## src/shared/bwcl_pkg.sv

```systemverilog
// shared constants for the byte-wide configuration loader and its controller
// assumes both ends run on a 50 MHz ref_clk and the link clock is sampled, not used as a clock
package bwcl_pkg;
    // reference clock and link timing
    localparam int REF_CLK_MHZ              = 50;
    localparam int NO_HANDSHAKE_CLOCK_LIMIT = 50;   // MHz
    localparam int LINK_HALF_PERIOD_NS      = 80;
    localparam int LINK_HALF_CYCLES         = (LINK_HALF_PERIOD_NS * REF_CLK_MHZ) / 1000;
    // mode pin codes
    localparam logic [2:0] MODE_TAP_ONLY_A  = 3'h5;
    localparam logic [2:0] MODE_TAP_ONLY_B  = 3'h1;
    // sequencer counts: clear in ref_clk cycles, busy and abort in link clock rises, tap in tck rises
    localparam logic [7:0] CLEAR_CYCLES     = 8'h20;
    localparam logic [3:0] BUSY_CYCLES      = 4'h3;
    localparam logic [3:0] ABORT_CYCLES     = 4'h6;
    localparam logic [7:0] TAP_SHIFT_BITS   = 8'h08;
    // bitstream framing
    localparam logic [31:0] SYNC_WORD       = 32'haa995566;
    localparam logic [31:0] START_WORD      = 32'h0000000d;  // arbitrary end-of-load command
    // controller register offsets (byte addresses)
    localparam logic [3:0] REG_CTRL         = 4'h0;
    localparam logic [3:0] REG_DATA         = 4'h4;
    localparam logic [3:0] REG_STATUS       = 4'h8;
    localparam logic [3:0] REG_READ         = 4'hc;
    // control register fields
    localparam int CTRL_SELECT              = 0;
    localparam int CTRL_WRITE               = 1;
    localparam int CTRL_PROGRAM             = 2;
    localparam int CTRL_HOLD_CLEAR          = 3;
    localparam int CTRL_RUN_CLOCK           = 4;
    localparam logic [4:0] CTRL_RESET       = 5'h00;
    typedef enum logic [2:0] {CFG_CLEAR, CFG_WAIT_INIT, CFG_LOAD, CFG_START, CFG_DONE} bwcl_phase_type;
endpackage

```

## src/shared/bwcl_if.sv

```systemverilog
// link between the configuration controller and the loader
// assumes the bench resolves the open-drain clear-status wire from the enables
`timescale 1ns/1ps
interface bwcl_if;
    logic       config_clock;
    logic       select_b;
    logic       write_b;
    logic [7:0] data_to_dev;
    logic       data_to_dev_oe;
    logic [7:0] data_from_dev;
    logic       data_from_dev_oe;
    logic       busy;
    logic       program_b;
    logic       clear_status_in;
    logic       clear_status_dev_oe;
    logic       clear_status_host_oe;
    logic       done;
    modport device (input config_clock, select_b, write_b, data_to_dev, program_b, clear_status_in,
                    output data_from_dev, data_from_dev_oe, busy, clear_status_dev_oe, done);
    modport host (output config_clock, select_b, write_b, data_to_dev, data_to_dev_oe, program_b,
                  clear_status_host_oe, input data_from_dev, busy, clear_status_in, done);
endinterface

```

## src/bwcl_device.sv

```systemverilog
// configuration loader: byte port, tap load path, clear/load/start-up sequencer
// assumes link pins are asynchronous to ref_clk and sampled twice before use
`timescale 1ns/1ps
module bwcl_device (
    // clock and reset
    input  wire logic       ref_clk,
    input  wire logic       rst_b,
    // link
    bwcl_if.device          lnk,
    // straps and options
    input  wire logic [2:0] mode_select_pins,
    input  wire logic       fast_clock,
    input  wire logic       keep_port,
    input  wire logic       release_delay,
    input  wire logic       wait_all_done,
    input  wire logic       wait_lock,
    input  wire logic       all_done_in,
    input  wire logic       lock_in,
    // test access port load path
    input  wire logic       tap_load_active,
    input  wire logic       tap_startup_active,
    input  wire logic       tck,
    input  wire logic       tdi,
    // user side
    output logic [7:0]      cfg_byte,
    output logic            cfg_byte_valid,
    output logic            port_released,
    output logic            global_output_tristate,
    output logic            global_set_reset,
    output logic            global_write_enable
);
    // two-stage synchronisers for every link, tap and status pin input; mode pins and straps are used directly
    logic [12:0] s1_q, s2_q;
    always_ff @(posedge ref_clk or negedge rst_b) begin
        if (!rst_b) begin
            s1_q <= 13'h1e06;
            s2_q <= 13'h1e06;
        end else begin
            s1_q <= {lnk.program_b, lnk.clear_status_in, lnk.select_b, lnk.write_b, lnk.config_clock,
                     tck, tdi, tap_load_active, tap_startup_active, all_done_in, lock_in, 2'h2};
            s2_q <= s1_q;
        end
    end
    logic prog_b_s, clr_s, sel_b_s, wr_b_s, config_clock_s, tck_s, tdi_s, tapld_s, tapst_s, alld_s, lock_s;
    assign {prog_b_s, clr_s, sel_b_s, wr_b_s, config_clock_s, tck_s, tdi_s, tapld_s, tapst_s, alld_s, lock_s} = s2_q[12:2];
    logic [7:0] d1_q, d2_q;
    always_ff @(posedge ref_clk or negedge rst_b) begin
        if (!rst_b) begin
            d1_q <= 8'h00;
            d2_q <= 8'h00;
        end else begin
            d1_q <= lnk.data_to_dev;
            d2_q <= d1_q;
        end
    end
    // edge detection on sampled clocks
    logic config_clock_q, tck_q;
    always_ff @(posedge ref_clk or negedge rst_b) begin
        if (!rst_b) begin
            config_clock_q <= 1'b0;
            tck_q  <= 1'b0;
        end else begin
            config_clock_q <= config_clock_s;
            tck_q  <= tck_s;
        end
    end
    logic config_clock_rise, tck_rise, tap_only;
    assign config_clock_rise = config_clock_s && !config_clock_q;
    assign tck_rise  = tck_s && !tck_q;
    assign tap_only  = (mode_select_pins == bwcl_pkg::MODE_TAP_ONLY_A) ||
                       (mode_select_pins == bwcl_pkg::MODE_TAP_ONLY_B);

    // phase sequencer
    bwcl_pkg::bwcl_phase_type phase_q;
    logic [7:0] clr_cnt_q;
    logic       load_end;
    logic [1:0] rel_q;
    always_ff @(posedge ref_clk or negedge rst_b) begin
        if (!rst_b) begin
            phase_q   <= bwcl_pkg::CFG_CLEAR;
            clr_cnt_q <= 8'h00;
        end else if (!prog_b_s) begin
            phase_q   <= bwcl_pkg::CFG_CLEAR;
            clr_cnt_q <= 8'h00;
        end else begin
            case (phase_q)
                bwcl_pkg::CFG_CLEAR: begin
                    clr_cnt_q <= clr_cnt_q + 8'h01;
                    if (clr_cnt_q == bwcl_pkg::CLEAR_CYCLES) phase_q <= bwcl_pkg::CFG_WAIT_INIT;
                end
                bwcl_pkg::CFG_WAIT_INIT: if (clr_s) phase_q <= bwcl_pkg::CFG_LOAD;
                bwcl_pkg::CFG_LOAD:      if (load_end) phase_q <= bwcl_pkg::CFG_START;
                bwcl_pkg::CFG_START:     if (rel_q == 2'h3) phase_q <= bwcl_pkg::CFG_DONE;
                bwcl_pkg::CFG_DONE:      phase_q <= bwcl_pkg::CFG_DONE;
                default:                 phase_q <= bwcl_pkg::CFG_CLEAR;
            endcase
        end
    end

    // byte port: direction tracking, abort and busy
    logic       prev_sel_q, prev_wr_q, aligned_q, busy_q;
    logic [3:0] busy_cnt_q;
    logic       byte_port_en, abort_now, write_edge, take_byte;
    assign byte_port_en = !tap_only && (phase_q == bwcl_pkg::CFG_LOAD);
    assign abort_now  = byte_port_en && config_clock_rise && !sel_b_s && prev_sel_q && (wr_b_s != prev_wr_q);
    assign write_edge = byte_port_en && config_clock_rise && !sel_b_s && !wr_b_s && !abort_now;
    assign take_byte  = write_edge && !busy_q;
    always_ff @(posedge ref_clk or negedge rst_b) begin
        if (!rst_b) begin
            prev_sel_q <= 1'b0;
            prev_wr_q  <= 1'b1;
        end else if (config_clock_rise) begin
            prev_sel_q <= !sel_b_s; // a fresh select starts clean, packet state is kept
            prev_wr_q  <= wr_b_s;
        end
    end
    // busy changes only right after a sampled rising link edge
    always_ff @(posedge ref_clk or negedge rst_b) begin
        if (!rst_b) begin
            busy_q     <= 1'b0;
            busy_cnt_q <= 4'h0;
        end else if (abort_now) begin
            busy_q     <= 1'b1;
            busy_cnt_q <= bwcl_pkg::ABORT_CYCLES;
        end else if (take_byte && fast_clock) begin
            busy_q     <= 1'b1; // only above the no-handshake limit
            busy_cnt_q <= bwcl_pkg::BUSY_CYCLES;
        end else if (config_clock_rise && busy_q) begin
            busy_cnt_q <= busy_cnt_q - 4'h1;
            if (busy_cnt_q == 4'h1) busy_q <= 1'b0;
        end
    end

    // tap deserialiser produces bytes for the same packet stream
    logic [7:0] tap_sr_q, tap_cnt_q;
    logic       tap_byte;
    always_ff @(posedge ref_clk or negedge rst_b) begin
        if (!rst_b) begin
            tap_sr_q  <= 8'h00;
            tap_cnt_q <= 8'h00;
        end else if (tck_rise && tapld_s && phase_q == bwcl_pkg::CFG_LOAD) begin
            tap_sr_q  <= {tap_sr_q[6:0], tdi_s};
            tap_cnt_q <= (tap_cnt_q == bwcl_pkg::TAP_SHIFT_BITS - 8'h01) ? 8'h00 : tap_cnt_q + 8'h01;
        end
    end
    assign tap_byte = tck_rise && tapld_s && phase_q == bwcl_pkg::CFG_LOAD &&
                      tap_cnt_q == bwcl_pkg::TAP_SHIFT_BITS - 8'h01;
    logic [7:0] in_byte;
    assign in_byte = tap_byte ? {tap_sr_q[6:0], tdi_s} : d2_q;

    // word framing: hunt for sync after reset or abort
    logic [31:0] win_q;
    logic [31:0] win_d;
    logic        new_byte;
    assign new_byte = take_byte || tap_byte;
    assign win_d    = {win_q[23:0], in_byte};
    assign load_end = new_byte && aligned_q && win_d == bwcl_pkg::START_WORD;
    always_ff @(posedge ref_clk or negedge rst_b) begin
        if (!rst_b) begin
            win_q     <= 32'h00000000;
            aligned_q <= 1'b0;
        end else if (abort_now || !prog_b_s) begin
            aligned_q <= 1'b0;
            win_q     <= 32'h00000000;
        end else if (new_byte) begin
            win_q <= win_d;
            if (win_d == bwcl_pkg::SYNC_WORD) aligned_q <= 1'b1;
        end
    end
    // accepted bytes pass to the user side only once aligned
    always_ff @(posedge ref_clk or negedge rst_b) begin
        if (!rst_b) begin
            cfg_byte       <= 8'h00;
            cfg_byte_valid <= 1'b0;
        end else begin
            cfg_byte_valid <= new_byte && aligned_q;
            if (new_byte) cfg_byte <= in_byte;
        end
    end

    // start-up release order, counted on link clock (or tck in tap start-up)
    logic step;
    assign step = (config_clock_rise || (tck_rise && tapst_s)) &&
                  (!wait_all_done || alld_s) && (!wait_lock || lock_s);
    logic extra_q;
    always_ff @(posedge ref_clk or negedge rst_b) begin
        if (!rst_b) begin
            rel_q   <= 2'h0;
            extra_q <= 1'b0;
        end else if (phase_q != bwcl_pkg::CFG_START && phase_q != bwcl_pkg::CFG_DONE) begin
            rel_q   <= 2'h0;
            extra_q <= 1'b0;
        end else if (step && rel_q != 2'h3) begin
            extra_q <= 1'b1; // optional one-edge stretch before the first release
            rel_q   <= (release_delay && !extra_q) ? rel_q : rel_q + 2'h1;
        end
    end
    // done rises at release step 1, tristate one edge later, set/reset and write enable one more
    always_ff @(posedge ref_clk or negedge rst_b) begin
        if (!rst_b) begin
            lnk.done               <= 1'b0;
            global_output_tristate <= 1'b1;
            global_set_reset       <= 1'b1;
            global_write_enable    <= 1'b0;
            lnk.clear_status_dev_oe <= 1'b1;
        end else begin
            lnk.done               <= rel_q != 2'h0;
            global_output_tristate <= rel_q < 2'h2;
            global_set_reset       <= rel_q != 2'h3;
            global_write_enable    <= rel_q == 2'h3;
            lnk.clear_status_dev_oe <= phase_q == bwcl_pkg::CFG_CLEAR;
        end
    end

    // readback drive and port release
    logic rb_drive;
    assign rb_drive = !tap_only && !sel_b_s && wr_b_s && (phase_q != bwcl_pkg::CFG_DONE || keep_port);
    always_ff @(posedge ref_clk or negedge rst_b) begin
        if (!rst_b) begin
            lnk.data_from_dev    <= 8'h00;
            lnk.data_from_dev_oe <= 1'b0;
            lnk.busy             <= 1'b0;
            port_released        <= 1'b0;
        end else begin
            lnk.data_from_dev_oe <= rb_drive;
            if (rb_drive && config_clock_rise) lnk.data_from_dev <= win_q[31:24];
            lnk.busy             <= busy_q;
            port_released        <= phase_q == bwcl_pkg::CFG_DONE && !keep_port;
        end
    end
endmodule

```

## src/flat_wrapper.sv

```systemverilog
// flat-port wrapper written by rule: the top's interface ports become plain ports
module bwcl_device_flat 
  (ref_clk, rst_b, mode_select_pins, fast_clock, keep_port, release_delay, wait_all_done, wait_lock, all_done_in, lock_in, tap_load_active, tap_startup_active, tck, tdi, cfg_byte, cfg_byte_valid, port_released, global_output_tristate, global_set_reset, global_write_enable, lnk_config_clock, lnk_select_b, lnk_write_b, lnk_data_to_dev, lnk_program_b, lnk_clear_status_in, lnk_data_from_dev, lnk_data_from_dev_oe, lnk_busy, lnk_clear_status_dev_oe, lnk_done);
  bwcl_if lnk_i ();
  input  wire logic ref_clk;
  input  wire logic rst_b;
  input  wire logic [2:0] mode_select_pins;
  input  wire logic fast_clock;
  input  wire logic keep_port;
  input  wire logic release_delay;
  input  wire logic wait_all_done;
  input  wire logic wait_lock;
  input  wire logic all_done_in;
  input  wire logic lock_in;
  input  wire logic tap_load_active;
  input  wire logic tap_startup_active;
  input  wire logic tck;
  input  wire logic tdi;
  output logic [7:0] cfg_byte;
  output logic cfg_byte_valid;
  output logic port_released;
  output logic global_output_tristate;
  output logic global_set_reset;
  output logic global_write_enable;
  input wire logic [$bits(lnk_i.config_clock)-1:0] lnk_config_clock;
  input wire logic [$bits(lnk_i.select_b)-1:0] lnk_select_b;
  input wire logic [$bits(lnk_i.write_b)-1:0] lnk_write_b;
  input wire logic [$bits(lnk_i.data_to_dev)-1:0] lnk_data_to_dev;
  input wire logic [$bits(lnk_i.program_b)-1:0] lnk_program_b;
  input wire logic [$bits(lnk_i.clear_status_in)-1:0] lnk_clear_status_in;
  output wire logic [$bits(lnk_i.data_from_dev)-1:0] lnk_data_from_dev;
  output wire logic [$bits(lnk_i.data_from_dev_oe)-1:0] lnk_data_from_dev_oe;
  output wire logic [$bits(lnk_i.busy)-1:0] lnk_busy;
  output wire logic [$bits(lnk_i.clear_status_dev_oe)-1:0] lnk_clear_status_dev_oe;
  output wire logic [$bits(lnk_i.done)-1:0] lnk_done;
  assign lnk_i.config_clock = lnk_config_clock;
  assign lnk_i.select_b = lnk_select_b;
  assign lnk_i.write_b = lnk_write_b;
  assign lnk_i.data_to_dev = lnk_data_to_dev;
  assign lnk_i.program_b = lnk_program_b;
  assign lnk_i.clear_status_in = lnk_clear_status_in;
  assign lnk_data_from_dev = lnk_i.data_from_dev;
  assign lnk_data_from_dev_oe = lnk_i.data_from_dev_oe;
  assign lnk_busy = lnk_i.busy;
  assign lnk_clear_status_dev_oe = lnk_i.clear_status_dev_oe;
  assign lnk_done = lnk_i.done;
  bwcl_device u_core (.ref_clk(ref_clk), .rst_b(rst_b), .lnk(lnk_i), .mode_select_pins(mode_select_pins), .fast_clock(fast_clock), .keep_port(keep_port), .release_delay(release_delay), .wait_all_done(wait_all_done), .wait_lock(wait_lock), .all_done_in(all_done_in), .lock_in(lock_in), .tap_load_active(tap_load_active), .tap_startup_active(tap_startup_active), .tck(tck), .tdi(tdi), .cfg_byte(cfg_byte), .cfg_byte_valid(cfg_byte_valid), .port_released(port_released), .global_output_tristate(global_output_tristate), .global_set_reset(global_set_reset), .global_write_enable(global_write_enable));
endmodule
```

## config.mk

```make
export PLATFORM = sky130hd
export DESIGN_NAME = bwcl_device_flat
export DESIGN_NICKNAME = d
export VERILOG_FILES = /design/src/shared/bwcl_pkg.sv /design/src/shared/bwcl_if.sv /design/src/bwcl_device.sv /design/src/flat_wrapper.sv
export SDC_FILE = /design/constraint.sdc
export NUM_CORES = 1
export LEC_CHECK = 0
export BUFFER_PORTS_ARGS = -buffer_cell sky130_fd_sc_hd__buf_2
export CAP_MARGIN = 15
export CORE_MARGIN = 4
export CORE_UTILIZATION = 40
export CTS_BUF_LIST = sky130_fd_sc_hd__clkbuf_2 sky130_fd_sc_hd__clkbuf_4 sky130_fd_sc_hd__clkbuf_8
export DETAILED_ROUTE_END_ITERATION = 16
export PLACE_DENSITY = 0.66
export SYNTH_ARGS = -nofsm -noshare
export SYNTH_HDL_FRONTEND = slang
export SYNTH_SLANG_ARGS = --single-unit
export TNS_END_PERCENT = 30
```

## constraint.sdc

```tcl
create_clock -name ref_clk -period 2.5 [get_ports ref_clk]
set_clock_uncertainty 0.1 [all_clocks]
set_input_delay 0.25 -clock ref_clk [delete_from_list [all_inputs] [get_ports ref_clk]]
set_output_delay 0.25 -clock ref_clk [all_outputs]
set_load 0.05 [all_outputs]
```

==> reports/results.tsv <==
stage	metric	value	unit
cts	root_buffer	clkbuf_8	
cts	clk_latency	450	ps
global_route	globalRouteMet2Util	23.5	%
cts	clkTransAtPathRegs	70	ps
drt	drc	0	
pwr	power	0.00450	W
synthesis	syn-instance-count	471	
drt	firstDrtPassIters	4	
layout	register_area	3370	um^2
critical_path	crit_arrival	2610	ps
timing	report.final.slew_viol_count	0	
layout	mostFrequentLayoutCells	dfrtp_1, nand2_1, buf_2	
layout	final_common_cell	dfrtp_1	
synthesis	synth_edf_count	0	
synthesis	synth_top_flop_cell	dfrtp_1	
drt	routedWlPerCell	14.3	um
global_route	grt_usage	15.7	%
global_route	grtUsageMet3	4.85	%
timing	slew_headroom	64.6	%
floorplan	die-area	15200	um^2
hold_path	min_path_type	in -> reg	
layout	syn2layout_area_growth	21.9	%
floorplan	core_area	12800	um^2
global_route	grtUsageMet1	21.1	%
timing	rsz0062_at_grt	no	
critical_path	crit_start	u_core.clr_cnt_q[0]	
layout	fin_nets	594	
synthesis	ys_ff_latch	134	
global_route	grt-ovfl-total	0	
critical_path	reg2reg_setup_slack	180	ps
flow_run	drv_cap	0	
critical_path	reg2reg_from	u_core.clr_cnt_q[0]	
floorplan	initial_core_util	41.6	%
cts	cts_resized	0	
critical_path	crit_chain	inv_1, ha_1, or4b_1, o41ai_2, nand4_1, a2111oi_2, o211a_1	
cts	htreeDepth	4	
critical_path	crit_fanout	3	
timing	finalCritPeriodShare	93.0	%
cts	clock_path_buffers	2	
run_status	outcome	complete, no violations	
hold_path	hold-path-cell-count	5	
drt	drt_iter0_markers	210	
timing	finalSetupViolCount	0	
critical_path	crit_path_end	u_core.phase_q[2]	
cts	cts_made_buffers	17	
drt	routed-via-count	3682	
layout	multi_input_area	1830	um^2
critical_path	crit_type	reg -> reg	
synthesis	synth_nets	507	
synthesis	synth_top_area_cell	dfrtp_1	
synthesis	synth_top_area_share	56.3	%
drt	via_per_inst	4.96	
synthesis	synthTopCellsByArea	dfrtp_1, dfstp_2, nand2_1, a21oi_1, mux2_2	
place	io_buffers	52	
place	dp.cells	689	
critical_path	r2r-end	u_core.phase_q[2]	
drt	ant_nets	0	
pwr	p_leak	3.02	nW
floorplan	die_x	123	um
place	routabilityCongestion	0.824	
global_route	grt_busiest_layer	met2	
timing	fmax	430	MHz
place	hpwl	7210	um
critical_path	slowest_delay	440	ps
layout	fillers	1145	
global_route	grt_pass1_wl	18500	um
layout	fin_cells	743	
global_route	grt_pass1_vias	3758	
synthesis	synth_area	5340	um^2
global_route	grt_max_degree	54	
timing	final_hold_viol_count	0	
synthesis	syn_avg_cell_area	11.3	um^2
pwr	power_density	692	nW/um^2
layout	drive_above_1_share	23.3	%
cts	cts_tree	yes	
layout	utilization	50.7	%
critical_path	start_kind	register	
drt	wl	10600	um
synthesis	ys_types	48	
synthesis	synth_seq_area_share	63.2	%
critical_path	crit_slowest_cell	or4b_1	
layout	diodes	0	
pwr	ir_drop	382	uV
timing	setup_tns	0	ps
cts	post_cts_buffers	0	
floorplan	rows	41	
critical_path	cp-end-kind	register	
cts	cts_sinks	134	
critical_path	worst-r2r-cell-count	7	
timing	tightest_slew	517	ps
floorplan	ioPinCount	54	
timing	fin_crit	2320	ps
global_route	antenna_found_initial	0	
critical_path	cp.required	2790	ps
floorplan	die_h	123	um
synthesis	yosys_warnings	0	
synthesis	synth_async_sr_flop_share	100	%
-- routing by layer --
metal	vias up	routed length (um)
li1	1800	-
met1	1775	4810
met2	91	5040
met3	16	568
met4	0	207
met5	-	0
-- cells in the mapped netlist, types with 3 or more instances --
master and count:
ha_1 7, dfrtp_1 120, buf_2 10, nand2b_1 4, nor3_1 7, nand3_1 10
and2_1 11, nand4_1 15, xnor2_1 14, xor2_1 4, and4_1 4, a21oi_1 40
nor4_1 9, nand2_1 83, clkbuf_1 8, mux2_2 15, nor3b_1 4, and3b_1 3
nor2_1 29, nand4b_1 3, nor2b_1 6, dfstp_2 14, o21ai_0 5, inv_1 12
a211oi_1 8
-- worst min-delay path by stage --
stage | start | to | slack (ps)
after floorplan | rst_b | u_core.aligned_q | -150
after global placement | rst_b | u_core.s2_q[3] | 160
after detailed placement | rst_b | u_core.s2_q[3] | 170
after CTS | wait_lock | u_core.extra_q | 90
after global routing | wait_all_done | u_core.extra_q | 150
final | wait_all_done | u_core.extra_q | 110
-- worst max-delay path, delay by kind of cell (launching register included) --
kind	cells	cell delay (ps)
adders and majority gates	1	140
buffers and inverters	1	100
and+or+nand+nor	2	620
AOI/OAI and AO/OA	3	910
DFF	1	390
-- state kept, by name, indices dropped and copies added, names as in the netlist, 2 cells and up --
signal,count
u_core.busy_cnt_q,4
u_core.cfg_byte,8
u_core.clr_cnt_q,8
u_core.d1_q,8
u_core.d2_q,8
u_core.lnk.data_from_dev,8
u_core.phase_q,3
u_core.rel_q,2
u_core.s1_q,11
u_core.s2_q,11
u_core.tap_cnt_q,8
u_core.tap_sr_q,7
u_core.win_q,32
-- final cells by class --
type / instances / share of cell area, %
repair buffers: 87 / 9.51
clock buffers: 20 / 4.14
well taps: 172 / 3.31
flip-flops and latches: 134 / 51.8
inverters: 12 / 0.693
multi-input cells: 306 / 28.2
clock inverters: 12 / 2.35
-- cells by family after synthesis --
family	Yosys count	synth area share (%)
mux	17	3.54
xor+xnor	18	2.95
buf+inv	31	2.49
fa+ha+maj	7	1.64
compound gates	64	7.34
flops	134	63.2
simple gates	200	18.9
-- power breakdown --
part           switching [W]  leakage (nW)  internal (W)  total, W
Sequential         0.0000663          1.73       0.00227   0.00233
Combinational       0.000171          1.08      0.000127  0.000298
Clock               0.000823         0.205       0.00105   0.00187
-- stage by stage --
step | hold slack [ps] | worst slack, ps | cell area (um^2)
after floorplan | -146 | 406 | 5340
after global placement | 161 | 241 | 5860
after detailed placement | 171 | 209 | 5860
after CTS | 90.4 | 184 | 6500
after global routing | 152 | 47.8 | 6500
final | 114 | 176 | 6500
-- repair_timing --
action,in CTS,in global routing
hold buffers,22,0
hold endpoints to repair,52,0
endpoints found under the setup margin,0,0
Power figures use the tool's default switching activity.
